File: src/pkg/lvpps_pkg.sv
// Constants shared by the pixel packet serializer.
`default_nettype none
package lvpps_pkg;
  localparam int PIX_W = 10;
  localparam int PKT_W = 18;
  localparam int IDX_W = 5;
  localparam int EV_W = 3;
  localparam logic [IDX_W-1:0] LAST_SINGLE = 5'h0B;
  localparam logic [IDX_W-1:0] LAST_STEREO = 5'h11;
  localparam logic [PIX_W-1:0] CODE_FS = 10'h000;
  localparam logic [PIX_W-1:0] CODE_LS = 10'h001;
  localparam logic [PIX_W-1:0] CODE_LE = 10'h002;
  localparam logic [PIX_W-1:0] CODE_FE = 10'h003;
  localparam logic [PIX_W-1:0] CODE_SUB = 10'h004;
  localparam logic [4:0] OFS_CTRL = 5'h00;
  localparam logic [4:0] OFS_STATUS = 5'h04;
  localparam logic [4:0] OFS_IRQ_STAT = 5'h08;
  localparam logic [4:0] OFS_IRQ_CLR = 5'h0C;
  localparam logic [4:0] OFS_IRQ_EN = 5'h10;
  localparam int CTRL_WIDE = 0;
  localparam int CTRL_STEREO = 1;
  localparam int CTRL_BIN = 2;
  localparam int CTRL_LINKPD = 4;
  localparam int CTRL_DATAPD = 5;
  localparam int CTRL_CLKPD = 6;
  localparam logic [7:0] CTRL_RESET = 8'h70;
  localparam logic [1:0] BIN_TWO = 2'h1;
  localparam logic [1:0] BIN_FOUR = 2'h2;
  localparam logic [1:0] REP_ONE = 2'h0;
  localparam logic [1:0] REP_TWO = 2'h1;
  localparam logic [1:0] REP_FOUR = 2'h3;
  localparam int EV_PKT = 0;
  localparam int EV_SERR = 1;
  localparam int EV_SUB = 2;
endpackage
`default_nettype wire

File: src/hw/lvpps_edge_sync.sv
// Synchroniser and rising edge finder for the incoming shift clock.
`default_nettype none
module lvpps_edge_sync (
  input wire logic core_clk,
  input wire logic sys_rst,
  input wire logic asyncIn,
  output logic level,
  output logic rise
);
  logic meta_q;
  logic sync_q;
  logic last_q;

  always_ff @(posedge core_clk) begin
    if (sys_rst) begin
      meta_q <= 1'b0;
      sync_q <= 1'b0;
      last_q <= 1'b0;
    end else begin
      meta_q <= asyncIn;
      sync_q <= meta_q;
      last_q <= sync_q;
    end
  end

  assign level = sync_q;
  assign rise = sync_q & ~last_q;
endmodule
`default_nettype wire

File: src/hw/lvpps_packer.sv
// Packet layout for single and stereo packets.
`default_nettype none
module lvpps_packer (
  input wire logic [lvpps_pkg::PIX_W-1:0] pri,
  input wire logic [lvpps_pkg::PIX_W-1:0] sec,
  input wire logic line,
  input wire logic frame,
  input wire logic wide,
  input wire logic stereo,
  output logic [lvpps_pkg::PKT_W-1:0] pkt,
  output logic [lvpps_pkg::IDX_W-1:0] lastIdx
);
  import lvpps_pkg::*;
  wire [PKT_W-1:0] pkt8 = {6'h00, 1'b0, frame, line, pri[9:2], 1'b1};
  wire [PKT_W-1:0] pkt10 = {6'h00, 1'b0, pri, 1'b1};
  wire [PKT_W-1:0] pktSt = {1'b0, sec[9:2], pri[9:2], 1'b1};

  assign pkt = stereo ? pktSt : (wide ? pkt10 : pkt8);
  assign lastIdx = stereo ? LAST_STEREO : LAST_SINGLE;
endmodule
`default_nettype wire

File: src/hw/lvpps_serializer.sv
// Pixel packet serializer with framing codes and register slave.
// Operation
// - Single mode sends twelve bit packets.
// - Eight bit layout: start, pixel, flags, stop.
// - Ten bit layout: start, pixel, stop.
// - Stereo mode sends eighteen bit packets.
// - Stereo layout: start, primary, secondary, stop.
// - Reserved codes mark frame and line edges.
// - Real pixels equal to codes become four.
// - Binning by two repeats each pixel twice.
// - Binning by four repeats each pixel four times.
// - Data pins drive unless link powered down.
// - Clock pins drive only with both enabled.
// - Error pin stays low outside stereo mode.
// - Stereo streams out of step raise error.
// - Sequence 1023, 0, 1023 goes out as 1023, 4, 1023.
//
// Design decisions made here: the Avalon-MM interface to the registers and the register addresses.
`default_nettype none
module lvpps_serializer (
  input wire logic core_clk,
  input wire logic sys_rst,
  input wire logic [4:0] avs_address,
  input wire logic avs_read,
  input wire logic avs_write,
  input wire logic [31:0] avs_writedata,
  input wire logic [3:0] avs_byteenable,
  output logic [31:0] avs_readdata,
  output logic avs_waitrequest,
  input wire logic pixValid,
  output logic pixReady,
  input wire logic [lvpps_pkg::PIX_W-1:0] primaryPixelBits,
  input wire logic lineFlag,
  input wire logic frameFlag,
  input wire logic secondaryValid,
  input wire logic [lvpps_pkg::PIX_W-1:0] secondaryPixelBits,
  input wire logic secondaryLineFlag,
  input wire logic secondaryFrameFlag,
  input wire logic linkClk,
  output logic serialDataPinsO,
  output logic serialDataPinsOe,
  output logic shiftClockPinsO,
  output logic shiftClockPinsOe,
  output logic stereoErrorPin,
  output logic irq
);
  import lvpps_pkg::*;

  logic [7:0] ctrl_q;
  logic [EV_W-1:0] irqStat_q;
  logic [EV_W-1:0] irqEn_q;
  logic waitReq_q;
  logic [31:0] rdData_q;
  logic irq_q;
  logic aValid_q;
  logic aLine_q;
  logic aFrame_q;
  logic [PIX_W-1:0] aPri_q;
  logic [PIX_W-1:0] aSec_q;
  logic bValid_q;
  logic bLine_q;
  logic bFrame_q;
  logic [PIX_W-1:0] bPri_q;
  logic [PIX_W-1:0] bSec_q;
  logic pLine_q;
  logic pFrame_q;
  logic pixReady_q;
  logic busy_q;
  logic [IDX_W-1:0] bitCnt_q;
  logic [IDX_W-1:0] lastIdx_q;
  logic [PKT_W-1:0] shReg_q;
  logic [1:0] repCnt_q;
  logic serOut_q;
  logic dataOe_q;
  logic clkOe_q;
  logic shClk_q;
  logic stereoErr_q;
  logic linkLvl;
  logic lkRise;
  logic [PKT_W-1:0] pkt;
  logic [IDX_W-1:0] pktLast;

  wire wide = ctrl_q[CTRL_WIDE];
  wire stereo = ctrl_q[CTRL_STEREO];
  wire [1:0] binSel = ctrl_q[CTRL_BIN +: 2];
  wire linkPd = ctrl_q[CTRL_LINKPD];
  wire clkPd = ctrl_q[CTRL_CLKPD];

  // Register slave answers one cycle after a request is seen.
  wire req = avs_read | avs_write;
  wire accept = req & waitReq_q;
  wire commit = avs_write & ~waitReq_q;
  wire selCtrl = avs_address == OFS_CTRL;
  wire selStat = avs_address == OFS_STATUS;
  wire selIrqStat = avs_address == OFS_IRQ_STAT;
  wire selIrqClr = avs_address == OFS_IRQ_CLR;
  wire selIrqEn = avs_address == OFS_IRQ_EN;
  wire wrCtrl = commit & selCtrl & avs_byteenable[0];
  wire wrClr = commit & selIrqClr & avs_byteenable[0];
  wire wrEn = commit & selIrqEn & avs_byteenable[0];
  wire [31:0] statWord = {27'h0, stereoErr_q, bValid_q, aValid_q,
    busy_q, linkLvl};
  wire [31:0] rdMux = selCtrl ? {24'h0, ctrl_q} :
    selStat ? statWord :
    selIrqStat ? {29'h0, irqStat_q} :
    selIrqEn ? {29'h0, irqEn_q} : 32'h0;

  always_ff @(posedge core_clk) begin
    if (sys_rst) begin
      waitReq_q <= 1'b1;
      rdData_q <= 32'h0;
    end else begin
      waitReq_q <= ~accept;
      if (accept) begin
        rdData_q <= rdMux;
      end
    end
  end

  always_ff @(posedge core_clk) begin
    if (sys_rst) begin
      ctrl_q <= CTRL_RESET;
      irqEn_q <= 3'h0;
    end else begin
      if (wrCtrl) begin
        ctrl_q <= avs_writedata[7:0];
      end
      if (wrEn) begin
        irqEn_q <= avs_writedata[EV_W-1:0];
      end
    end
  end

  // Shift clock sampled on the core clock.
  lvpps_edge_sync uSync (
    .core_clk(core_clk),
    .sys_rst(sys_rst),
    .asyncIn(linkClk),
    .level(linkLvl),
    .rise(lkRise)
  );

  // Two pixel stages: B is sent while A shows what comes next.
  wire take = pixValid & pixReady_q;
  wire lastBit = bitCnt_q == lastIdx_q;
  wire slotFree = ~busy_q | lastBit;
  wire loadNow = lkRise & slotFree & bValid_q & aValid_q;
  wire [1:0] repLast = (binSel == BIN_TWO) ? REP_TWO :
    (binSel == BIN_FOUR) ? REP_FOUR : REP_ONE;
  wire bDone = loadNow & (repCnt_q == repLast);
  wire moveAB = aValid_q & (~bValid_q | bDone);
  wire aValid_d = take | (aValid_q & ~moveAB);

  // Framing codes around frame and line edges.
  wire codeFe = pFrame_q & ~bFrame_q;
  wire codeLe = pLine_q & ~bLine_q;
  wire codeFs = ~bFrame_q & aFrame_q;
  wire codeLs = ~bLine_q & aLine_q;
  wire useCode = codeFe | codeLe | codeFs | codeLs;
  wire [PIX_W-1:0] codeVal = codeFe ? CODE_FE :
    codeLe ? CODE_LE : codeFs ? CODE_FS : CODE_LS;
  wire priLow = bPri_q < CODE_SUB;
  wire secLow = bSec_q < CODE_SUB;
  wire [PIX_W-1:0] txPri = useCode ? codeVal :
    (priLow ? CODE_SUB : bPri_q);
  wire [PIX_W-1:0] txSec = useCode ? codeVal :
    (secLow ? CODE_SUB : bSec_q);

  lvpps_packer uPack (
    .pri(txPri),
    .sec(txSec),
    .line(bLine_q),
    .frame(bFrame_q),
    .wide(wide),
    .stereo(stereo),
    .pkt(pkt),
    .lastIdx(pktLast)
  );

  always_ff @(posedge core_clk) begin
    if (sys_rst) begin
      aValid_q <= 1'b0;
      aLine_q <= 1'b0;
      aFrame_q <= 1'b0;
      aPri_q <= 10'h000;
      aSec_q <= 10'h000;
      pixReady_q <= 1'b0;
    end else begin
      aValid_q <= aValid_d;
      pixReady_q <= ~aValid_d;
      if (take) begin
        aLine_q <= lineFlag;
        aFrame_q <= frameFlag;
        aPri_q <= primaryPixelBits;
        aSec_q <= secondaryPixelBits;
      end
    end
  end

  always_ff @(posedge core_clk) begin
    if (sys_rst) begin
      bValid_q <= 1'b0;
      bLine_q <= 1'b0;
      bFrame_q <= 1'b0;
      bPri_q <= 10'h000;
      bSec_q <= 10'h000;
    end else if (moveAB) begin
      bValid_q <= 1'b1;
      bLine_q <= aLine_q;
      bFrame_q <= aFrame_q;
      bPri_q <= aPri_q;
      bSec_q <= aSec_q;
    end else if (bDone) begin
      bValid_q <= 1'b0;
    end
  end

  always_ff @(posedge core_clk) begin
    if (sys_rst) begin
      pLine_q <= 1'b0;
      pFrame_q <= 1'b0;
      repCnt_q <= 2'h0;
    end else if (loadNow) begin
      repCnt_q <= bDone ? 2'h0 : repCnt_q + 2'h1;
      if (bDone) begin
        pLine_q <= bLine_q;
        pFrame_q <= bFrame_q;
      end
    end
  end

  // One bit leaves on each rising shift clock edge.
  always_ff @(posedge core_clk) begin
    if (sys_rst) begin
      busy_q <= 1'b0;
      bitCnt_q <= 5'h00;
      lastIdx_q <= LAST_SINGLE;
      shReg_q <= 18'h00000;
      serOut_q <= 1'b0;
    end else if (lkRise & slotFree) begin
      busy_q <= loadNow;
      if (loadNow) begin
        shReg_q <= pkt;
        bitCnt_q <= 5'h00;
        lastIdx_q <= pktLast;
        serOut_q <= pkt[0];
      end else begin
        serOut_q <= 1'b0;
      end
    end else if (lkRise) begin
      shReg_q <= shReg_q >> 1;
      serOut_q <= shReg_q[1];
      bitCnt_q <= bitCnt_q + 5'h01;
    end
  end

  // Stereo streams must agree on every accepted beat.
  wire mismatch = take & (~secondaryValid |
    (secondaryLineFlag != lineFlag) |
    (secondaryFrameFlag != frameFlag));
  wire subEvent = loadNow & ~useCode & (priLow | (stereo & secLow));
  wire [EV_W-1:0] events = {subEvent, stereo & mismatch, loadNow};
  wire [EV_W-1:0] clrMask = wrClr ? avs_writedata[EV_W-1:0] : 3'h0;
  wire [EV_W-1:0] irqStat_d = events | (irqStat_q & ~clrMask);

  always_ff @(posedge core_clk) begin
    if (sys_rst) begin
      irqStat_q <= 3'h0;
      irq_q <= 1'b0;
      stereoErr_q <= 1'b0;
    end else begin
      irqStat_q <= irqStat_d;
      irq_q <= |(irqStat_q & irqEn_q);
      stereoErr_q <= stereo & mismatch;
    end
  end

  always_ff @(posedge core_clk) begin
    if (sys_rst) begin
      dataOe_q <= 1'b0;
      clkOe_q <= 1'b0;
      shClk_q <= 1'b0;
    end else begin
      dataOe_q <= ~linkPd;
      clkOe_q <= ~linkPd & ~clkPd;
      shClk_q <= linkLvl;
    end
  end

  assign avs_readdata = rdData_q;
  assign avs_waitrequest = waitReq_q;
  assign pixReady = pixReady_q;
  assign serialDataPinsO = serOut_q;
  assign serialDataPinsOe = dataOe_q;
  assign shiftClockPinsO = shClk_q;
  assign shiftClockPinsOe = clkOe_q;
  assign stereoErrorPin = stereoErr_q;
  assign irq = irq_q;
endmodule
`default_nettype wire

File: config.mk
export PLATFORM = sky130hd
export DESIGN_NAME = lvpps_serializer
export DESIGN_NICKNAME = d
export VERILOG_FILES = /design/src/pkg/lvpps_pkg.sv /design/src/hw/lvpps_edge_sync.sv /design/src/hw/lvpps_packer.sv /design/src/hw/lvpps_serializer.sv
export SDC_FILE = /design/constraint.sdc
export NUM_CORES = 1
export LEC_CHECK = 0
export ABC_CLOCK_PERIOD_IN_PS = 6400
export BUFFER_PORTS_ARGS = -buffer_cell sky130_fd_sc_hd__buf_2
export CORE_ASPECT_RATIO = 0.75
export CORE_MARGIN = 2
export CORE_UTILIZATION = 40
export DETAILED_ROUTE_END_ITERATION = 8
export HOLD_SLACK_MARGIN = 0.06
export PLACE_DENSITY = 0.58
export SKIP_CTS_REPAIR_TIMING = 1
export SLEW_MARGIN = 0
export SYNTH_ARGS = -nofsm -noshare
export SYNTH_HDL_FRONTEND = slang
export SYNTH_HIERARCHICAL = 1
export SYNTH_SLANG_ARGS = --single-unit
File: constraint.sdc
create_clock -name core_clk -period 6.4 [get_ports core_clk]
set_clock_uncertainty 0.2 [all_clocks]
set_input_delay 0.64 -clock core_clk [delete_from_list [all_inputs] [get_ports core_clk]]
set_output_delay 0.64 -clock core_clk [all_outputs]
set_load 0.03 [all_outputs]
==> impl_summary.txt, run 1 <==
----------------------------------------------------
[Outcome]
  Outcome ... finished, final reports clean

[Pwr]
  Net switching power figure ... 347 µW
  Comb pwr share ... 8.1%
  Power per unit of standard cell area ... 230 nW/µm²
  Switch share ... 26.1%
  Max VDD drop ... 0.000151 V
  Pint ... 983 µW
  Clock power frac ... 40.4%
  Static leakage power ... 0.00217 µW
  Sequential fraction of design power ... 51.5%

[Synth]
  Synthesized cell area ... 5340 µm²
  Number of warnings printed during yosys synthesis ... 6
  Syn Inst Count ... 629
  Mean area per synthesized cell ... 8.48 µm²

[Clocking]
  Clock tree from TritonCTS ... built
  Sink count of the clock tree ... 107
  Clock-pin slew on the worst setup and hold paths ... 0.07 ns
  H-Tree Level Count ... 3
  Maximum root-to-sink buffer count ... 2
  Inserted Clock Buffers ... 9
  CTS Root Buffer Type ... clkbuf_16
  Later-pin clock latency in the skew report ... 0.35 ns

[Critical path]
  Cell mode on critical path ... a21oi_4
  Endpoint class of the critical path ... flop
  Count of buffering cells on the critical path with inverters included ... 0
  Maximum fanout along the worst path ... 20
  Type of the setup path with the least slack ... reg2reg
  Worst stage delay on the critical path ... 0.71 ns
  Required time of the worst setup path ... 6.48 ns
  Arrival time reported for the critical path endpoint ... 2.79 ns
  Sort of element at the start of the critical path ... flop
  Cell family with most CP delay ... compound AO/OA/AOI/OAI gates
  Cell type of the slowest stage on the worst timing path ... a21oi_4
  Cell chain of the critical path ... xnor2_1 > and4_1 > a21oi_4 > a21oi_4 > mux2i_1

[Routing]
  Vias per cell ... 5.07
  Via count ... 4222
  Drc violations ... 0
  Drt first pass iters ... 4
  Final routed wirelength across all metal layers ... 11400 µm
  Detailed Route Iter0 Violations ... 273
  Average wire per cell in the routed design ... 13.7 µm
  Antenna violation net count after detailed routing ... 0

[Floorplan]
  Die Ht ... 104 µm
  Count of boundary I/O pins ... 112
  Area of the die ... 14300 µm²
  Area inside the core boundary ... 13000 µm²
  Row cnt ... 36
  Initial standard-cell utilization of the core ... 41.0%
  Width of the die ... 137 µm

[Layout]
  Number of nets in the final layout ... 731
  Area Growth Syn to Fin ... 8.49%
  Commonest cells after routing, fill and taps aside ... nand2_1 (130), dfxtp_1 (107), buf_2 (58)
  Most common cell after layout, fill and taps aside ... nand2_1
  # diodes ... 0
  Proportion of layout cells with a drive suffix above 1 ... 16.2%

[Timing]
  Worst slew pin tran ... 0.848 ns
  Final period util ... 42.4%
  Hold WS ... 0.240 ns
  Shortest period the worst path allows ... 2.72 ns
  Sum Neg Setup Slack ... 0 ns
  Highest achievable clock rate ... 0.368 GHz
  Worst-case headroom to the max-slew limit ... 43.4%
  Final Hold Viols ... 0
  Final Slew Violations ... 0
  RSZ-0062 raised after global routing ... false
  Number of setup violations in the final report ... 0

[Global routing]
  Global route overflow ... 0
  Wire length of the first global-routing pass ... 19200 µm
  Number of antenna violations at the first check in global routing ... 0
  Via count of the first global-routing pass ... 3959
  Total routing usage reported by global routing ... 16.6%
  Maximum number of pins on one net before global-route repair ... 58

[Job]
  Max-cap check violation count ... 0

[Place]
  # port buffers ... 58
  Routability congestion estimate from global placement ... 0.822
  HPWL Detailed ... 8300 µm

[Worst hold path]
  Hold Crit Class ... reg2reg

----------------------------------------------------
registers in the layout, summed over array words and instances (netlist names), 2 cells and up:
register,cells
repCnt_q,2
shReg_q,17
lastIdx_q,5
bSec_q,8
irqEn_q,3
irqStat_q,3
bitCnt_q,5
aPri_q,10
avs_readdata,8
ctrl_q,8
aSec_q,8
bPri_q,10
worst paths after layout:
kind | startpoint | endpoint | slack (ns) | cells past startpoint
setup / recovery | bitCnt_q[0]$_SDFFE_PP0P_ | bPri_q[0]$_SDFFE_PP0P_ | 3.68 | 5
hold reg to reg | uSync/meta_q$_SDFF_PP0_ | uSync/level$_SDFF_PP0_ | 0.24 | 1
hold / removal | uSync/meta_q$_SDFF_PP0_ | uSync/level$_SDFF_PP0_ | 0.24 | 1
setup reg to reg | bitCnt_q[0]$_SDFFE_PP0P_ | bPri_q[0]$_SDFFE_PP0P_ | 3.68 | 5
metal layers:
metal	part of all wire, %	global-route usage, %
met1	52	24.5
met2	43	23.8
met3	4.3	3.85
met4	1.0	5.23
met5	0	0
cell type report:
| cell class | instances | area [µm²] |
|---|---|---|
| clock inverters | 6 | 60.1 |
| clock buffers | 10 | 229 |
| inverters | 9 | 33.8 |
| multi-input cells | 468 | 2790 |
| fillers | 1284 | 7230 |
| flip-flops and latches | 107 | 2140 |
| well taps | 171 | 214 |
| repair buffers | 62 | 320 |
metrics by stage:
step	cells	setup slack [ns]	cell area (µm²)	utilization, %	power, µW
after floorplan	654	4.19	5430	-	793
after global placement	817	3.73	5500	42.3	806
after detailed placement	817	3.66	5500	42.3	809
after CTS	833	3.68	5790	44.5	1350
after global routing	833	3.41	5790	44.5	1380
final	833	3.68	5790	44.5	1330
power groups by stage:
| stage | logic (µW) | registers (µW) | clock network (µW) |
|---|---|---|---|
| final | 108 | 685 | 537 |
| after global routing | 120 | 686 | 575 |
| after CTS | 108 | 685 | 553 |
| after detailed placement | 108 | 700 | 0 |
| after global placement | 107 | 700 | 0 |
| after floorplan | 89.2 | 704 | 0 |
(Power assumes the default switching activity.)
==> run 2, diff against run 1 <==
--- a/config.mk
+++ b/config.mk
@@ -5,14 +5,15 @@
 export SDC_FILE = /design/constraint.sdc
 export NUM_CORES = 1
 export LEC_CHECK = 0
-export ABC_CLOCK_PERIOD_IN_PS = 6400
+export ABC_AREA = 1
+export ABC_CLOCK_PERIOD_IN_PS = 2200
 export BUFFER_PORTS_ARGS = -buffer_cell sky130_fd_sc_hd__buf_2
 export CORE_ASPECT_RATIO = 0.75
 export CORE_MARGIN = 2
 export CORE_UTILIZATION = 40
 export DETAILED_ROUTE_END_ITERATION = 8
 export HOLD_SLACK_MARGIN = 0.06
-export PLACE_DENSITY = 0.58
+export PLACE_DENSITY = 0.61
 export SKIP_CTS_REPAIR_TIMING = 1
 export SLEW_MARGIN = 0
 export SYNTH_ARGS = -nofsm -noshare
==> constraint.sdc (replaced) <==
create_clock -name core_clk -period 2.2 [get_ports core_clk]
set_clock_uncertainty 0.2 [all_clocks]
set_input_delay 0.22 -clock core_clk [delete_from_list [all_inputs] [get_ports core_clk]]
set_output_delay 0.22 -clock core_clk [all_outputs]
set_load 0.03 [all_outputs]
==> impl_summary.txt, run 2 <==
----------------------------------------------------
[Outcome]
  Outcome ... finished, final reports clean

[Timing]
  Final Hold Viols ... 0
  Sum Neg Setup Slack ... 0 ns
  Final Slew Violations ... 0
  Number of setup violations in the final report ... 0
  Highest achievable clock rate ... 0.482 GHz
  Worst-case headroom to the max-slew limit ... 59.8%
  RSZ-0062 raised after global routing ... false
  Worst slew pin tran ... 0.598 ns
  Shortest period the worst path allows ... 2.07 ns
  Final period util ... 94.3%

[Pwr]
  Comb pwr share ... 12.4%
  Max VDD drop ... 0.000420 V
  Pint ... 2990 µW
  Power per unit of standard cell area ... 674 nW/µm²
  Post-route total power ... 4110 µW
  Sequential fraction of design power ... 49.5%
  Net switching power figure ... 1110 µW
  Static leakage power ... 0.00274 µW
  Clock power frac ... 38.1%
  Switch share ... 27.1%

[Routing]
  Final routed wirelength across all metal layers ... 11700 µm
  Antenna violation net count after detailed routing ... 0
  Via count ... 4615
  Detailed Route Iter0 Violations ... 298
  Vias per cell ... 4.69
  Drc violations ... 0
  Drt first pass iters ... 5
  Average wire per cell in the routed design ... 11.9 µm

[Layout]
  Commonest cells after routing, fill and taps aside ... nand2_1 (131), dfxtp_1 (107), inv_1 (89)
  Number of flip-flops under the largest register name ... 17
  Area of all sequential standard cells ... 2140 µm²
  Finished Cell Area ... 6090 µm²
  Number of nets in the final layout ... 883
  Largest register by flop count ... shReg_q
  Multi-input gate area ... 2380 µm²
  Proportion of layout cells with a drive suffix above 1 ... 14.8%
  # diodes ... 0
  Fill cell instance count of the final layout ... 1358
  Largest registers ranked by flip-flop count ... shReg_q (17), aPri_q (10), bPri_q (10)
  Most common cell after layout, fill and taps aside ... nand2_1
  Area Growth Syn to Fin ... 16.4%

[Clocking]
  CTS Root Buffer Type ... clkbuf_16
  H-Tree Level Count ... 3
  Later-pin clock latency in the skew report ... 0.35 ns
  Inserted Clock Buffers ... 9
  Clock tree from TritonCTS ... built
  Sink count of the clock tree ... 107
  Clock-pin slew on the worst setup and hold paths ... 0.07 ns
  Maximum root-to-sink buffer count ... 2

[Floorplan]
  Count of boundary I/O pins ... 112
  Area of the die ... 14000 µm²
  Width of the die ... 136 µm
  Die Ht ... 103 µm
  Row cnt ... 36
  Initial standard-cell utilization of the core ... 40.6%
  Area inside the core boundary ... 12900 µm²

[Place]
  HPWL Detailed ... 7340 µm
  # port buffers ... 58
  Instance area at placement ... 5450 µm²
  Routability congestion estimate from global placement ... 0.809

[Job]
  Max-cap check violation count ... 0

[Global routing]
  Number of antenna violations at the first check in global routing ... 0
  Via count of the first global-routing pass ... 3880
  Wire length of the first global-routing pass ... 18700 µm
  Maximum number of pins on one net before global-route repair ... 88
  Total routing usage reported by global routing ... 16.6%
  Global route overflow ... 0

[Critical path]
  Endpoint class of the critical path ... flop
  Cell type of the slowest stage on the worst timing path ... dfxtp_1
  Required time of the worst setup path ... 2.24 ns
  Count of buffering cells on the critical path with inverters included ... 2
  Worst stage delay on the critical path ... 0.33 ns
  Arrival time reported for the critical path endpoint ... 2.11 ns
  Maximum fanout along the worst path ... 6
  Cell chain of the critical path ... inv_1 > ha_1 > or2_1 > a21oi_2 > nand3_4 > buf_4 > o21ai_0 > a21oi_1
  Cell family with most CP delay ... simple AND/OR/NAND/NOR gates
  Sort of element at the start of the critical path ... flop
  Type of the setup path with the least slack ... reg2reg

[Worst hold path]
  Hold Crit Class ... in2reg

[Synth]
  Number of warnings printed during yosys synthesis ... 6
  Synthesized cell area ... 5230 µm²
  Mean area per synthesized cell ... 7.09 µm²
  Syn Inst Count ... 738

----------------------------------------------------
==> run 2: cell count changes in the layout (fill, tap and decap cells not counted), sizes merged, moves of 9 or more <==
cell	change
inv	+89
o21ai	+48
a21oi	+41
mux2i	-40
nand3	+39
nor2	+38
dlygate4sd3	+31
and2	-24
nand2	+12
nor2b	-11
and3	-10
a221oi	-9
a41oi	-9
==> run 2: routing by layer <==
layer	wire [µm]	part of all wire, %	vias to the layer above	GRT usage [%]
li1	-	-	2438	-
met1	6190	53	2058	25.1
met2	4780	41	111	23.4
met3	656	5.6	8	4.08
met4	76	0.65	0	4.09
met5	0	0	-	0
==> run 2: power groups by stage <==
stage	logic, µW	clock network, µW	registers [µW]
2_1_floorplan	363	0	2100
3_3_place_gp	457	0	2080
3_5_place_dp	458	0	2080
4_1_cts	461	1610	2030
5_1_grt	576	1690	2040
6_report	510	1560	2030
==> run 2: metrics by stage <==
stage	hold slack, ns	utilization [%]	instances	setup slack (ns)
after floorplan	0.0912	-	763	0.272
after global placement	0.195	42.3	934	0.134
after detailed placement	0.192	42.3	934	0.119
after CTS	-0.141	44.5	949	0.0915
after global routing	0.102	47.3	984	0.0246
final	0.0566	47.3	984	0.125
==> run 2: path summary, 6_finish.rpt <==
kind | end | depth (start not counted) | slack, ns | start
worst min-delay path | ctrl_q[2]$_SDFFE_PP0P_ | 4 | 0.06 | avs_address[4]
worst min register to register | uSync/level$_SDFF_PP0_ | 2 | 0.20 | uSync/meta_q$_SDFF_PP0_
worst max-delay path | pFrame_q$_SDFFE_PP0P_ | 8 | 0.13 | ctrl_q[2]$_SDFFE_PP0P_
worst max register to register | pFrame_q$_SDFFE_PP0P_ | 8 | 0.13 | ctrl_q[2]$_SDFFE_PP0P_
==> run 2: worst reg2reg max path: stages, from the launching register on <==
cell     delay, ns
dfxtp_1       0.33
inv_1         0.06
ha_1          0.30
or2_1         0.24
a21oi_2       0.18
nand3_4       0.21
buf_4         0.22
o21ai_0       0.16
a21oi_1       0.06
==> run 2: cell type report <==
type | count | area share [%]
sequential | 107 | 35.2
tap | 171 | 3.51
inverter | 97 | 6.06
timing repair buffer | 101 | 11.5
clock inverter | 5 | 0.760
clock buffer | 10 | 3.92
multi-input combinational | 493 | 39.0
